File: src/shared/els_defines.vh
`ifndef ELS_DEFINES_VH
`define ELS_DEFINES_VH

// ==========================================================
// Register offsets (byte addresses)
`define ELS_OFS_MSTATE     4'h0
`define ELS_OFS_SLE        4'h4
`define ELS_OFS_STATUS     4'h8
`define ELS_ADDR_W         4

// ==========================================================
// Machine state register fields
`define ELS_MS_IR_BIT      0
`define ELS_MS_DR_BIT      1
`define ELS_MSTATE_RST     2'h0

// ==========================================================
// Storage little-endian register: one bit per 128 MB region
`define ELS_SLE_RST        32'h00000000
`define ELS_REGION_MSB     31
`define ELS_REGION_LSB     27

// ==========================================================
// Status register fields
`define ELS_ST_FETCH_LE    0
`define ELS_ST_LOAD_LE     1
`define ELS_ST_STORE_LE    2

// ==========================================================
// Access sizes
`define ELS_SZ_BYTE        2'h0
`define ELS_SZ_HALF        2'h1
`define ELS_SZ_WORD        2'h2

`endif

File: src/verilog/els_lane.v
`include "els_defines.vh"
`default_nettype none

// Registered byte-lane steering with optional extension after the swap
module els_lane (
  input  wire        i_clk,
  input  wire        i_rstn,
  input  wire        i_valid,
  input  wire        i_swap,
  input  wire [1:0]  i_size,
  input  wire        i_sext,
  input  wire [31:0] i_data,
  output reg         o_valid,
  output reg  [31:0] o_data
);

  reg [31:0] lane_d;

  // ==========================================================
  // Swap first, then extend
  always @* begin
    lane_d = i_data;
    case (i_size)
      `ELS_SZ_BYTE: begin
        lane_d = {{24{i_sext & i_data[7]}}, i_data[7:0]};
      end
      `ELS_SZ_HALF: begin
        if (i_swap) begin
          lane_d = {{16{i_sext & i_data[7]}}, i_data[7:0], i_data[15:8]};
        end else begin
          lane_d = {{16{i_sext & i_data[15]}}, i_data[15:0]};
        end
      end
      `ELS_SZ_WORD: begin
        if (i_swap) begin
          lane_d = {i_data[7:0], i_data[15:8], i_data[23:16], i_data[31:24]};
        end else begin
          lane_d = i_data;
        end
      end
      default: begin
        lane_d = i_data;
      end
    endcase
  end

  always @(posedge i_clk or negedge i_rstn) begin
    if (!i_rstn) begin
      o_valid <= 1'b0;
      o_data  <= 32'h00000000;
    end else begin
      o_valid <= i_valid;
      if (i_valid) begin
        o_data <= lane_d;
      end
    end
  end

endmodule // els_lane

`default_nettype wire

File: src/verilog/els_top.v
`include "els_defines.vh"
`default_nettype none

module els_top (
  input  wire        i_clk,
  input  wire        i_rstn,
  // Avalon-MM slave
  input  wire [3:0]  i_avs_address,
  input  wire        i_avs_read,
  input  wire        i_avs_write,
  input  wire [31:0] i_avs_writedata,
  input  wire [3:0]  i_avs_byteenable,
  output reg  [31:0] o_avs_readdata,
  output reg         o_avs_waitrequest,
  // Instruction fetch: memory to instruction cache
  input  wire        i_fetch_valid,
  input  wire [31:0] i_fetch_addr,
  input  wire [31:0] i_fetch_word,
  input  wire        i_fetch_tlb_le,
  output reg         o_icache_valid,
  output reg  [31:0] o_icache_addr,
  output reg  [31:0] o_icache_word,
  output reg         o_fetch_le,
  // Load: data cache to register file
  input  wire        i_ld_valid,
  input  wire [31:0] i_ld_addr,
  input  wire [1:0]  i_ld_size,
  input  wire        i_ld_rev,
  input  wire        i_ld_signed,
  input  wire        i_ld_tlb_le,
  input  wire [31:0] i_ld_data,
  output wire        o_gpr_valid,
  output wire [31:0] o_gpr_data,
  output reg         o_ld_le,
  // Store: register file to data cache
  input  wire        i_st_valid,
  input  wire [31:0] i_st_addr,
  input  wire [1:0]  i_st_size,
  input  wire        i_st_rev,
  input  wire        i_st_tlb_le,
  input  wire [31:0] i_st_data,
  output wire        o_dcache_valid,
  output wire [31:0] o_dcache_data,
  output reg  [31:0] o_dcache_addr,
  output reg         o_st_le
);

  // ==========================================================
  // Registers
  reg [1:0]  machine_state_reg_q;
  reg [31:0] storage_little_endian_reg_q;
  reg [2:0]  status_q;
  reg [31:0] rdata_d;
  wire       instr_relocate;
  wire       data_relocate;
  wire       bus_req;
  wire       bus_take;
  wire       fetch_le;
  wire       ld_le;
  wire       st_le;
  wire       ld_swap;
  wire       st_swap;
  wire       wr_mstate;
  wire       wr_sle;
  wire [31:0] fetch_rev;

  // ==========================================================
  // Relocation enables and bus handshake
  assign instr_relocate = machine_state_reg_q[`ELS_MS_IR_BIT];
  assign data_relocate  = machine_state_reg_q[`ELS_MS_DR_BIT];
  assign bus_req        = i_avs_read | i_avs_write;
  assign bus_take       = bus_req & ~o_avs_waitrequest;

  // ==========================================================
  // Endian flag source selection
  function endian_of;
    input        ir;
    input        dr;
    input        tlb_le;
    input [31:0] sle;
    input [31:0] addr;
    begin
      if (ir | dr) begin
        endian_of = tlb_le;
      end else begin
        endian_of = sle[addr[`ELS_REGION_MSB:`ELS_REGION_LSB]];
      end
    end
  endfunction

  // ==========================================================
  // Bus helpers: byte-enable merge and address match
  function [31:0] merge_be;
    input [31:0] old;
    input [31:0] nw;
    input [3:0]  be;
    begin
      merge_be = {be[3] ? nw[31:24] : old[31:24],
                  be[2] ? nw[23:16] : old[23:16],
                  be[1] ? nw[15:8]  : old[15:8],
                  be[0] ? nw[7:0]   : old[7:0]};
    end
  endfunction

  function reg_hit;
    input [`ELS_ADDR_W-1:0] addr;
    input [`ELS_ADDR_W-1:0] ofs;
    begin
      reg_hit = (addr == ofs);
    end
  endfunction

  // ==========================================================
  // Endian attribute per access
  assign fetch_le = endian_of(instr_relocate, data_relocate, i_fetch_tlb_le,
                              storage_little_endian_reg_q, i_fetch_addr);
  assign ld_le    = endian_of(instr_relocate, data_relocate, i_ld_tlb_le,
                              storage_little_endian_reg_q, i_ld_addr);
  assign st_le    = endian_of(instr_relocate, data_relocate, i_st_tlb_le,
                              storage_little_endian_reg_q, i_st_addr);
  assign ld_swap  = ld_le ^ i_ld_rev;
  assign st_swap  = st_le ^ i_st_rev;

  // ==========================================================
  // Register write strobes, taken on the accepting edge
  assign wr_mstate = bus_take & i_avs_write & reg_hit(i_avs_address, `ELS_OFS_MSTATE) &
                     i_avs_byteenable[0];
  assign wr_sle    = bus_take & i_avs_write & reg_hit(i_avs_address, `ELS_OFS_SLE);

  // ==========================================================
  // Avalon slave: one wait cycle, then answer
  always @* begin
    rdata_d = 32'h00000000;
    case (i_avs_address)
      `ELS_OFS_MSTATE: begin
        rdata_d = {30'h00000000, machine_state_reg_q};
      end
      `ELS_OFS_SLE: begin
        rdata_d = storage_little_endian_reg_q;
      end
      `ELS_OFS_STATUS: begin
        rdata_d = {29'h00000000, status_q};
      end
      default: begin
        rdata_d = 32'h00000000;
      end
    endcase
  end

  // ==========================================================
  // Bus response: waitrequest drops for one cycle
  always @(posedge i_clk or negedge i_rstn) begin
    if (!i_rstn) begin
      o_avs_waitrequest <= 1'b1;
      o_avs_readdata    <= 32'h00000000;
    end else begin
      if (bus_req && o_avs_waitrequest) begin
        o_avs_waitrequest <= 1'b0;
        o_avs_readdata    <= rdata_d;
      end else begin
        o_avs_waitrequest <= 1'b1;
      end
    end
  end

  // ==========================================================
  // Machine state register: relocation enables
  always @(posedge i_clk or negedge i_rstn) begin
    if (!i_rstn) begin
      machine_state_reg_q <= `ELS_MSTATE_RST;
    end else if (wr_mstate) begin
      machine_state_reg_q <= i_avs_writedata[1:0];
    end
  end

  // ==========================================================
  // Storage little-endian register, merged per byte enable
  always @(posedge i_clk or negedge i_rstn) begin
    if (!i_rstn) begin
      storage_little_endian_reg_q <= `ELS_SLE_RST;
    end else if (wr_sle) begin
      storage_little_endian_reg_q <= merge_be(storage_little_endian_reg_q,
                                              i_avs_writedata, i_avs_byteenable);
    end
  end

  // ==========================================================
  // Instruction word byte reversal, one lane per byte
  genvar gi;
  generate
    for (gi = 0; gi < 4; gi = gi + 1) begin : g_fetch_rev
      assign fetch_rev[8*gi+7:8*gi] = i_fetch_word[31-8*gi:24-8*gi];
    end
  endgenerate

  // ==========================================================
  // Instruction fetch path
  always @(posedge i_clk or negedge i_rstn) begin
    if (!i_rstn) begin
      o_icache_valid <= 1'b0;
      o_icache_addr  <= 32'h00000000;
      o_icache_word  <= 32'h00000000;
      o_fetch_le     <= 1'b0;
    end else begin
      o_icache_valid <= i_fetch_valid;
      if (i_fetch_valid) begin
        o_icache_addr <= {i_fetch_addr[31:2], 2'h0};
        o_fetch_le    <= fetch_le;
        if (fetch_le) begin
          o_icache_word <= fetch_rev;
        end else begin
          o_icache_word <= i_fetch_word;
        end
      end
    end
  end

  // ==========================================================
  // Load flag: endian attribute of the last load
  always @(posedge i_clk or negedge i_rstn) begin
    if (!i_rstn) begin
      o_ld_le <= 1'b0;
    end else if (i_ld_valid) begin
      o_ld_le <= ld_le;
    end
  end

  // ==========================================================
  // Store flag and address, address passed through unchanged
  always @(posedge i_clk or negedge i_rstn) begin
    if (!i_rstn) begin
      o_st_le       <= 1'b0;
      o_dcache_addr <= 32'h00000000;
    end else if (i_st_valid) begin
      o_st_le       <= st_le;
      o_dcache_addr <= i_st_addr;
    end
  end

  // ==========================================================
  // Status: endian flags of the last fetch, load and store
  always @(posedge i_clk or negedge i_rstn) begin
    if (!i_rstn) begin
      status_q <= 3'h0;
    end else begin
      if (i_fetch_valid) begin
        status_q[`ELS_ST_FETCH_LE] <= fetch_le;
      end
      if (i_ld_valid) begin
        status_q[`ELS_ST_LOAD_LE] <= ld_le;
      end
      if (i_st_valid) begin
        status_q[`ELS_ST_STORE_LE] <= st_le;
      end
    end
  end

  // ==========================================================
  // Data paths: swap between data cache and registers
  els_lane u_load (
    .i_clk   (i_clk),
    .i_rstn  (i_rstn),
    .i_valid (i_ld_valid),
    .i_swap  (ld_swap),
    .i_size  (i_ld_size),
    .i_sext  (i_ld_signed),
    .i_data  (i_ld_data),
    .o_valid (o_gpr_valid),
    .o_data  (o_gpr_data)
  );

  els_lane u_store (
    .i_clk   (i_clk),
    .i_rstn  (i_rstn),
    .i_valid (i_st_valid),
    .i_swap  (st_swap),
    .i_size  (i_st_size),
    .i_sext  (1'b0),
    .i_data  (i_st_data),
    .o_valid (o_dcache_valid),
    .o_data  (o_dcache_data)
  );

endmodule // els_top

`default_nettype wire

File: config.mk
export PLATFORM = sky130hd
export DESIGN_NAME = els_top
export DESIGN_NICKNAME = d
export VERILOG_FILES = /design/src/verilog/els_lane.v /design/src/verilog/els_top.v
export VERILOG_INCLUDE_DIRS = /design/src /design/src/shared
export SDC_FILE = /design/constraint.sdc
export NUM_CORES = 1
export LEC_CHECK = 0
export BUFFER_PORTS_ARGS = -buffer_cell sky130_fd_sc_hd__buf_2
export CAP_MARGIN = 20
export CORE_MARGIN = 3
export CORE_UTILIZATION = 40
export DETAILED_ROUTE_END_ITERATION = 10
export PLACE_DENSITY = 0.74
export SYNTH_ARGS = -nofsm -noshare
export SYNTH_HDL_FRONTEND = slang
export SYNTH_SLANG_ARGS = --single-unit
File: constraint.sdc
create_clock -name i_clk -period 2.8 [get_ports i_clk]
set_clock_uncertainty 0.1 [all_clocks]
set_input_delay 0.42 -clock i_clk [delete_from_list [all_inputs] [get_ports i_clk]]
set_output_delay 0.42 -clock i_clk [all_outputs]
set_load 0.02 [all_outputs]
==> flow_summary.html <==
<table>
<tr><th>Metric</th><th>Value</th></tr>
<tr><th colspan="2">Synth</th></tr>
<tr><td>Number of storage elements in the synthesis netlist</td><td>231</td></tr>
<tr><td>Number of flops mapped to enable cells by yosys</td><td>0</td></tr>
<tr><td>Register area share after synthesis</td><td>50.07%</td></tr>
<tr><td>Library cell with the highest instance count after synthesis</td><td>dfrtp_1</td></tr>
<tr><td>Post-synth ARST share</td><td>100.0%</td></tr>
<tr><td>Number of warnings reported in the yosys synthesis log</td><td>0</td></tr>
<tr><td>Mean area per synthesized cell</td><td>11.18 sq um</td></tr>
<tr><td>Number of library cell types mapped by synthesis</td><td>59</td></tr>
<tr><td>Portion of synthesized cell area occupied by the leading cell type</td><td>49.84%</td></tr>
<tr><td>Most used flip-flop cell after synthesis</td><td>dfrtp_1</td></tr>
<tr><td>Post-synthesis cell count</td><td>1,033</td></tr>
<tr><td>Synth area leaders</td><td>dfrtp_1 (50%), mux2_2 (11%), mux2i_1 (6.5%)</td></tr>
<tr><td>Leading post-synthesis cells by instance count</td><td>dfrtp_1 (230), mux2_2 (111), a21oi_1 (92), mux2i_1 (75), nor2_1 (73)</td></tr>
<tr><td>Cell taking the most area after synthesis</td><td>dfrtp_1</td></tr>
<tr><td>Post-Synthesis Cell Area</td><td>11,550 sq um</td></tr>
<tr><th colspan="2">STA</th></tr>
<tr><td>Total count of max-transition violations in the final report</td><td>0</td></tr>
<tr><td>Achievable Freq</td><td>around 360 MHz</td></tr>
<tr><td>Minimum setup slack in the final design</td><td>0.03960 ns</td></tr>
<tr><td>Number of setup violations in the final report</td><td>0</td></tr>
<tr><td>Unrepaired setup endpoints after global routing</td><td>yes</td></tr>
<tr><td>Worst Tran Pin Value</td><td>0.7932 ns</td></tr>
<tr><td>Minimum clock period after layout</td><td>roughly 2.8 ns</td></tr>
<tr><td>Final hold violation count</td><td>0</td></tr>
<tr><td>Share of the clock period used by the worst path</td><td>98.59%</td></tr>
<tr><td>Remaining max-slew budget at the tightest pin</td><td>47.12%</td></tr>
<tr><th colspan="2">Detailed routing</th></tr>
<tr><td>Violation count after the first detailed-routing iteration</td><td>roughly 640</td></tr>
<tr><td>Post-DR vias/cell</td><td>5.495</td></tr>
<tr><td>Metal1 wirelength</td><td>14,170 microns</td></tr>
<tr><td>Post-detailed-routing wire length</td><td>between 30,000 and 40,000 microns</td></tr>
<tr><td>Detailed-routed wire length on met2</td><td>18,980 microns</td></tr>
<tr><td>Residual antenna-violating net count after detailed routing</td><td>0</td></tr>
<tr><td>Topmost layer with routed signal wires</td><td>met5</td></tr>
<tr><td>Post-DR wirelength/cell</td><td>20.54 microns</td></tr>
<tr><td>Metal3 WL</td><td>3653 microns</td></tr>
<tr><td>Total iterations of the first detailed-routing run</td><td>5</td></tr>
<tr><td>Post-route DRC violation count</td><td>0</td></tr>
<tr><td>Overall via count from detail_route</td><td>approximately 10,000</td></tr>
<tr><th colspan="2">Worst setup path</th></tr>
<tr><td>Arrival time reported for the critical path endpoint</td><td>~3.1 ns</td></tr>
<tr><td>Critical Path Fanout Max</td><td>7</td></tr>
<tr><td>Crit end category</td><td>flop</td></tr>
<tr><td>Destination of the worst register-to-register timing path</td><td>u_store.o_data[6]</td></tr>
<tr><td>Crit Reg-Reg Startpoint</td><td>storage_little_endian_reg_q[29]</td></tr>
<tr><td>R2R cell count</td><td>9</td></tr>
<tr><td>Worst reg2reg setup slack</td><td>0.04 ns</td></tr>
<tr><td>Data required time of the worst path</td><td>approximately 3.1 ns</td></tr>
<tr><td>Critical path start-end classification</td><td>flop to flop</td></tr>
<tr><td>Crit start category</td><td>flop</td></tr>
<tr><th colspan="2">Run status</th></tr>
<tr><td>Result of the run</td><td>finished, final reports clean</td></tr>
<tr><th colspan="2">CTS</th></tr>
<tr><td>Buffer levels on the longest clock path</td><td>3</td></tr>
<tr><td>Worst-Skew Late Latency</td><td>0.52 ns</td></tr>
<tr><td>Root Buffer</td><td>clkbuf_16</td></tr>
<tr><td>Number of buffers inserted during clock tree synthesis</td><td>26</td></tr>
<tr><td>Number of clock sinks seen by CTS</td><td>between 200 and 250</td></tr>
<tr><td>CTS HTree Levels</td><td>1</td></tr>
<tr><td>CTS tree</td><td>built</td></tr>
<tr><td>Clock Pin Slew Worst Setup and Hold Paths</td><td>0.06 ns</td></tr>
<tr><th colspan="2">Floorplan</th></tr>
<tr><td>Die X</td><td>~180 microns</td></tr>
<tr><td>Ports placed on the boundary</td><td>448</td></tr>
<tr><td>Chip height</td><td>between 150 and 200 microns</td></tr>
<tr><td>Starting density of the core</td><td>41.12%</td></tr>
<tr><td>Row count</td><td>61</td></tr>
<tr><td>Placeable core area</td><td>28,090 sq um</td></tr>
<tr><td>Floorplan die area</td><td>30,950 sq um</td></tr>
<tr><th colspan="2">GRT</th></tr>
<tr><td>Global-route wire length before repair</td><td>about 58,000 microns</td></tr>
<tr><td>Number of antenna violations at the first check in global routing</td><td>12</td></tr>
<tr><td>Total grt overflow</td><td>0</td></tr>
<tr><td>Total global routing track utilization</td><td>23.63%</td></tr>
<tr><td>Pin count of the biggest net entering global routing</td><td>76</td></tr>
<tr><td>Number of global-route vias before repair</td><td>10,200</td></tr>
<tr><th colspan="2">Finish</th></tr>
<tr><td>Post-route cell area</td><td>15,370 sq um</td></tr>
<tr><td>Synth-to-layout area growth</td><td>33.08%</td></tr>
<tr><td>Final layout net count</td><td>~1,700</td></tr>
<tr><td>Fraction of layout instances using a drive strength above 1</td><td>45.60%</td></tr>
<tr><th colspan="2">Flow run</th></tr>
<tr><td>Number of max-capacitance violations reported</td><td>0</td></tr>
<tr><th colspan="2">Place</th></tr>
<tr><td>Detail Placement HPWL</td><td>29,010 microns</td></tr>
<tr><td>Gp weighted congestion</td><td>about 0.94</td></tr>
<tr><td>Post-Place Setup Slack</td><td>-0.3512 ns</td></tr>
<tr><td>Total cell area at the placement stage</td><td>14,330 sq um</td></tr>
<tr><td>IO Port Bufs</td><td>416</td></tr>
<tr><th colspan="2">Power and ir drop</th></tr>
<tr><td>Leakage component of the power</td><td>around 7.5 nW</td></tr>
<tr><td>Total power density per cell area</td><td>646.4 nW/um^2</td></tr>
<tr><td>Maximum VDD drop</td><td>0.4465 mV</td></tr>
<tr><td>Sum of internal, switching and leakage power</td><td>a little under 0.01 W</td></tr>
<tr><th colspan="2">Worst hold path</th></tr>
<tr><td>Launch point of the worst hold path</td><td>i_st_addr[17]</td></tr>
<tr><td>Hold Path Sink</td><td>o_dcache_addr[17]</td></tr>
<tr><td>Number of cells on the worst hold path</td><td>2</td></tr>
<tr><td>Worst hold-check path type</td><td>primary input to flop</td></tr>
</table>
stage by stage:
| stage | util (%) | setup TNS, ns | cells | hold slack (ns) |
|---|---|---|---|---|
| 4_1_cts | 53.96 | 0 | 1856 | 0.001544 |
| 3_5_place_dp | 51.01 | -17.97 | 1809 | 0.3556 |
| 5_1_grt | 54.70 | -0.5951 | 1866 | 0.01452 |
| 6_report | 54.72 | 0 | 1868 | 0.02155 |
| 2_1_floorplan | - | 0 | 1034 | 0.02441 |
| 3_3_place_gp | 51.01 | -15.05 | 1809 | 0.3518 |
sequential cells by signal, summed over array words and instances (netlist names):
register / flops
o_icache_valid: 1
o_ld_le: 1
u_store.o_data: 32
machine_state_reg_q: 2
status_q: 1
o_avs_waitrequest: 1
o_dcache_addr: 32
u_load.o_valid: 1
u_load.o_data: 32
o_fetch_le: 1
u_store.o_valid: 1
o_icache_word: 32
o_icache_addr: 30
o_avs_readdata: 32
storage_little_endian_reg_q: 32
power breakdown:
part	internal, W	switching [W]	total [W]
Combinational	0.00120	0.00152	0.00271
Sequential	0.00372	0.000277	0.00399
Clock	0.00189	0.00133	0.00322
Total	0.00681	0.00312	0.00993
critical path, cell delays in order, from the launching register on:
cell	delay, ns
dfrtp_2	0.43
mux4_2	0.49
o22ai_1	0.18
nor3_1	0.09
or4_4	0.60
buf_6	0.15
mux2i_4	0.20
nor2_1	0.12
o22ai_1	0.10
a22o_1	0.20
layout by cell type, fill, tap and decap left out, types with 29 or more instances in the layout:
cell type	synthesis	final
a22o_1	40	40
buf_4	9	51
nor2_1	73	71
nand2_1	50	50
inv_1	41	41
dfrtp_1	230	224
a21oi_1	92	91
mux2_2	111	111
mux2i_1	75	74
buf_2	9	414
o22ai_1	35	33
clkbuf_16	0	29
timing repair:
action                                 CTS  global route
resized for setup                        2            20
cloned                                   0             2
setup endpoints to repair               22            44
endpoints found under the hold margin   73             0
setup buffers                            0             7
pin swaps                                0             8
hold buffers                             2             0
cell type report:
cell class / instances / area [sq um]
flip-flops and latches: 231 / 5789
inverters: 42 / 157.7
clock inverters: 3 / 21.27
fillers: 2533 / 12720
diodes: 3 / 7.507
repair buffers: 485 / 2814
well taps: 378 / 473.0
clock buffers: 42 / 782.0
multi-input cells: 684 / 5324
worst max path at each step:
stage	slack (ns)	endpoint	from
finish	0.04	u_store.o_data[6]	storage_little_endian_reg_q[29]
global route	-0.06	u_store.o_data[6]	storage_little_endian_reg_q[16]
CTS	0.02	u_store.o_data[6]	storage_little_endian_reg_q[16]
detailed placement	-0.35	u_store.o_data[0]	i_st_addr[27]
global placement	-0.30	u_store.o_data[1]	i_st_addr[27]
floorplan	0.07	o_icache_word[10]	i_fetch_addr[27]
logic make-up after synthesis:
logic type | after synthesis | share of synthesized area (%)
compound gates | 279 | 16.67
buf+inv | 119 | 4.691
flops | 231 | 50.07
mux | 202 | 20.38
other cells | 1 | 0.03247
simple gates | 201 | 8.158
metal layers:
metal | up-vias | GRT usage, %
li1 | 4704 | -
met1 | 4961 | 27.60
met2 | 483 | 41.43
met3 | 98 | 6.917
met4 | 18 | 8.281
met5 | - | 0
Note: power is estimated with default switching activity, not from simulation.
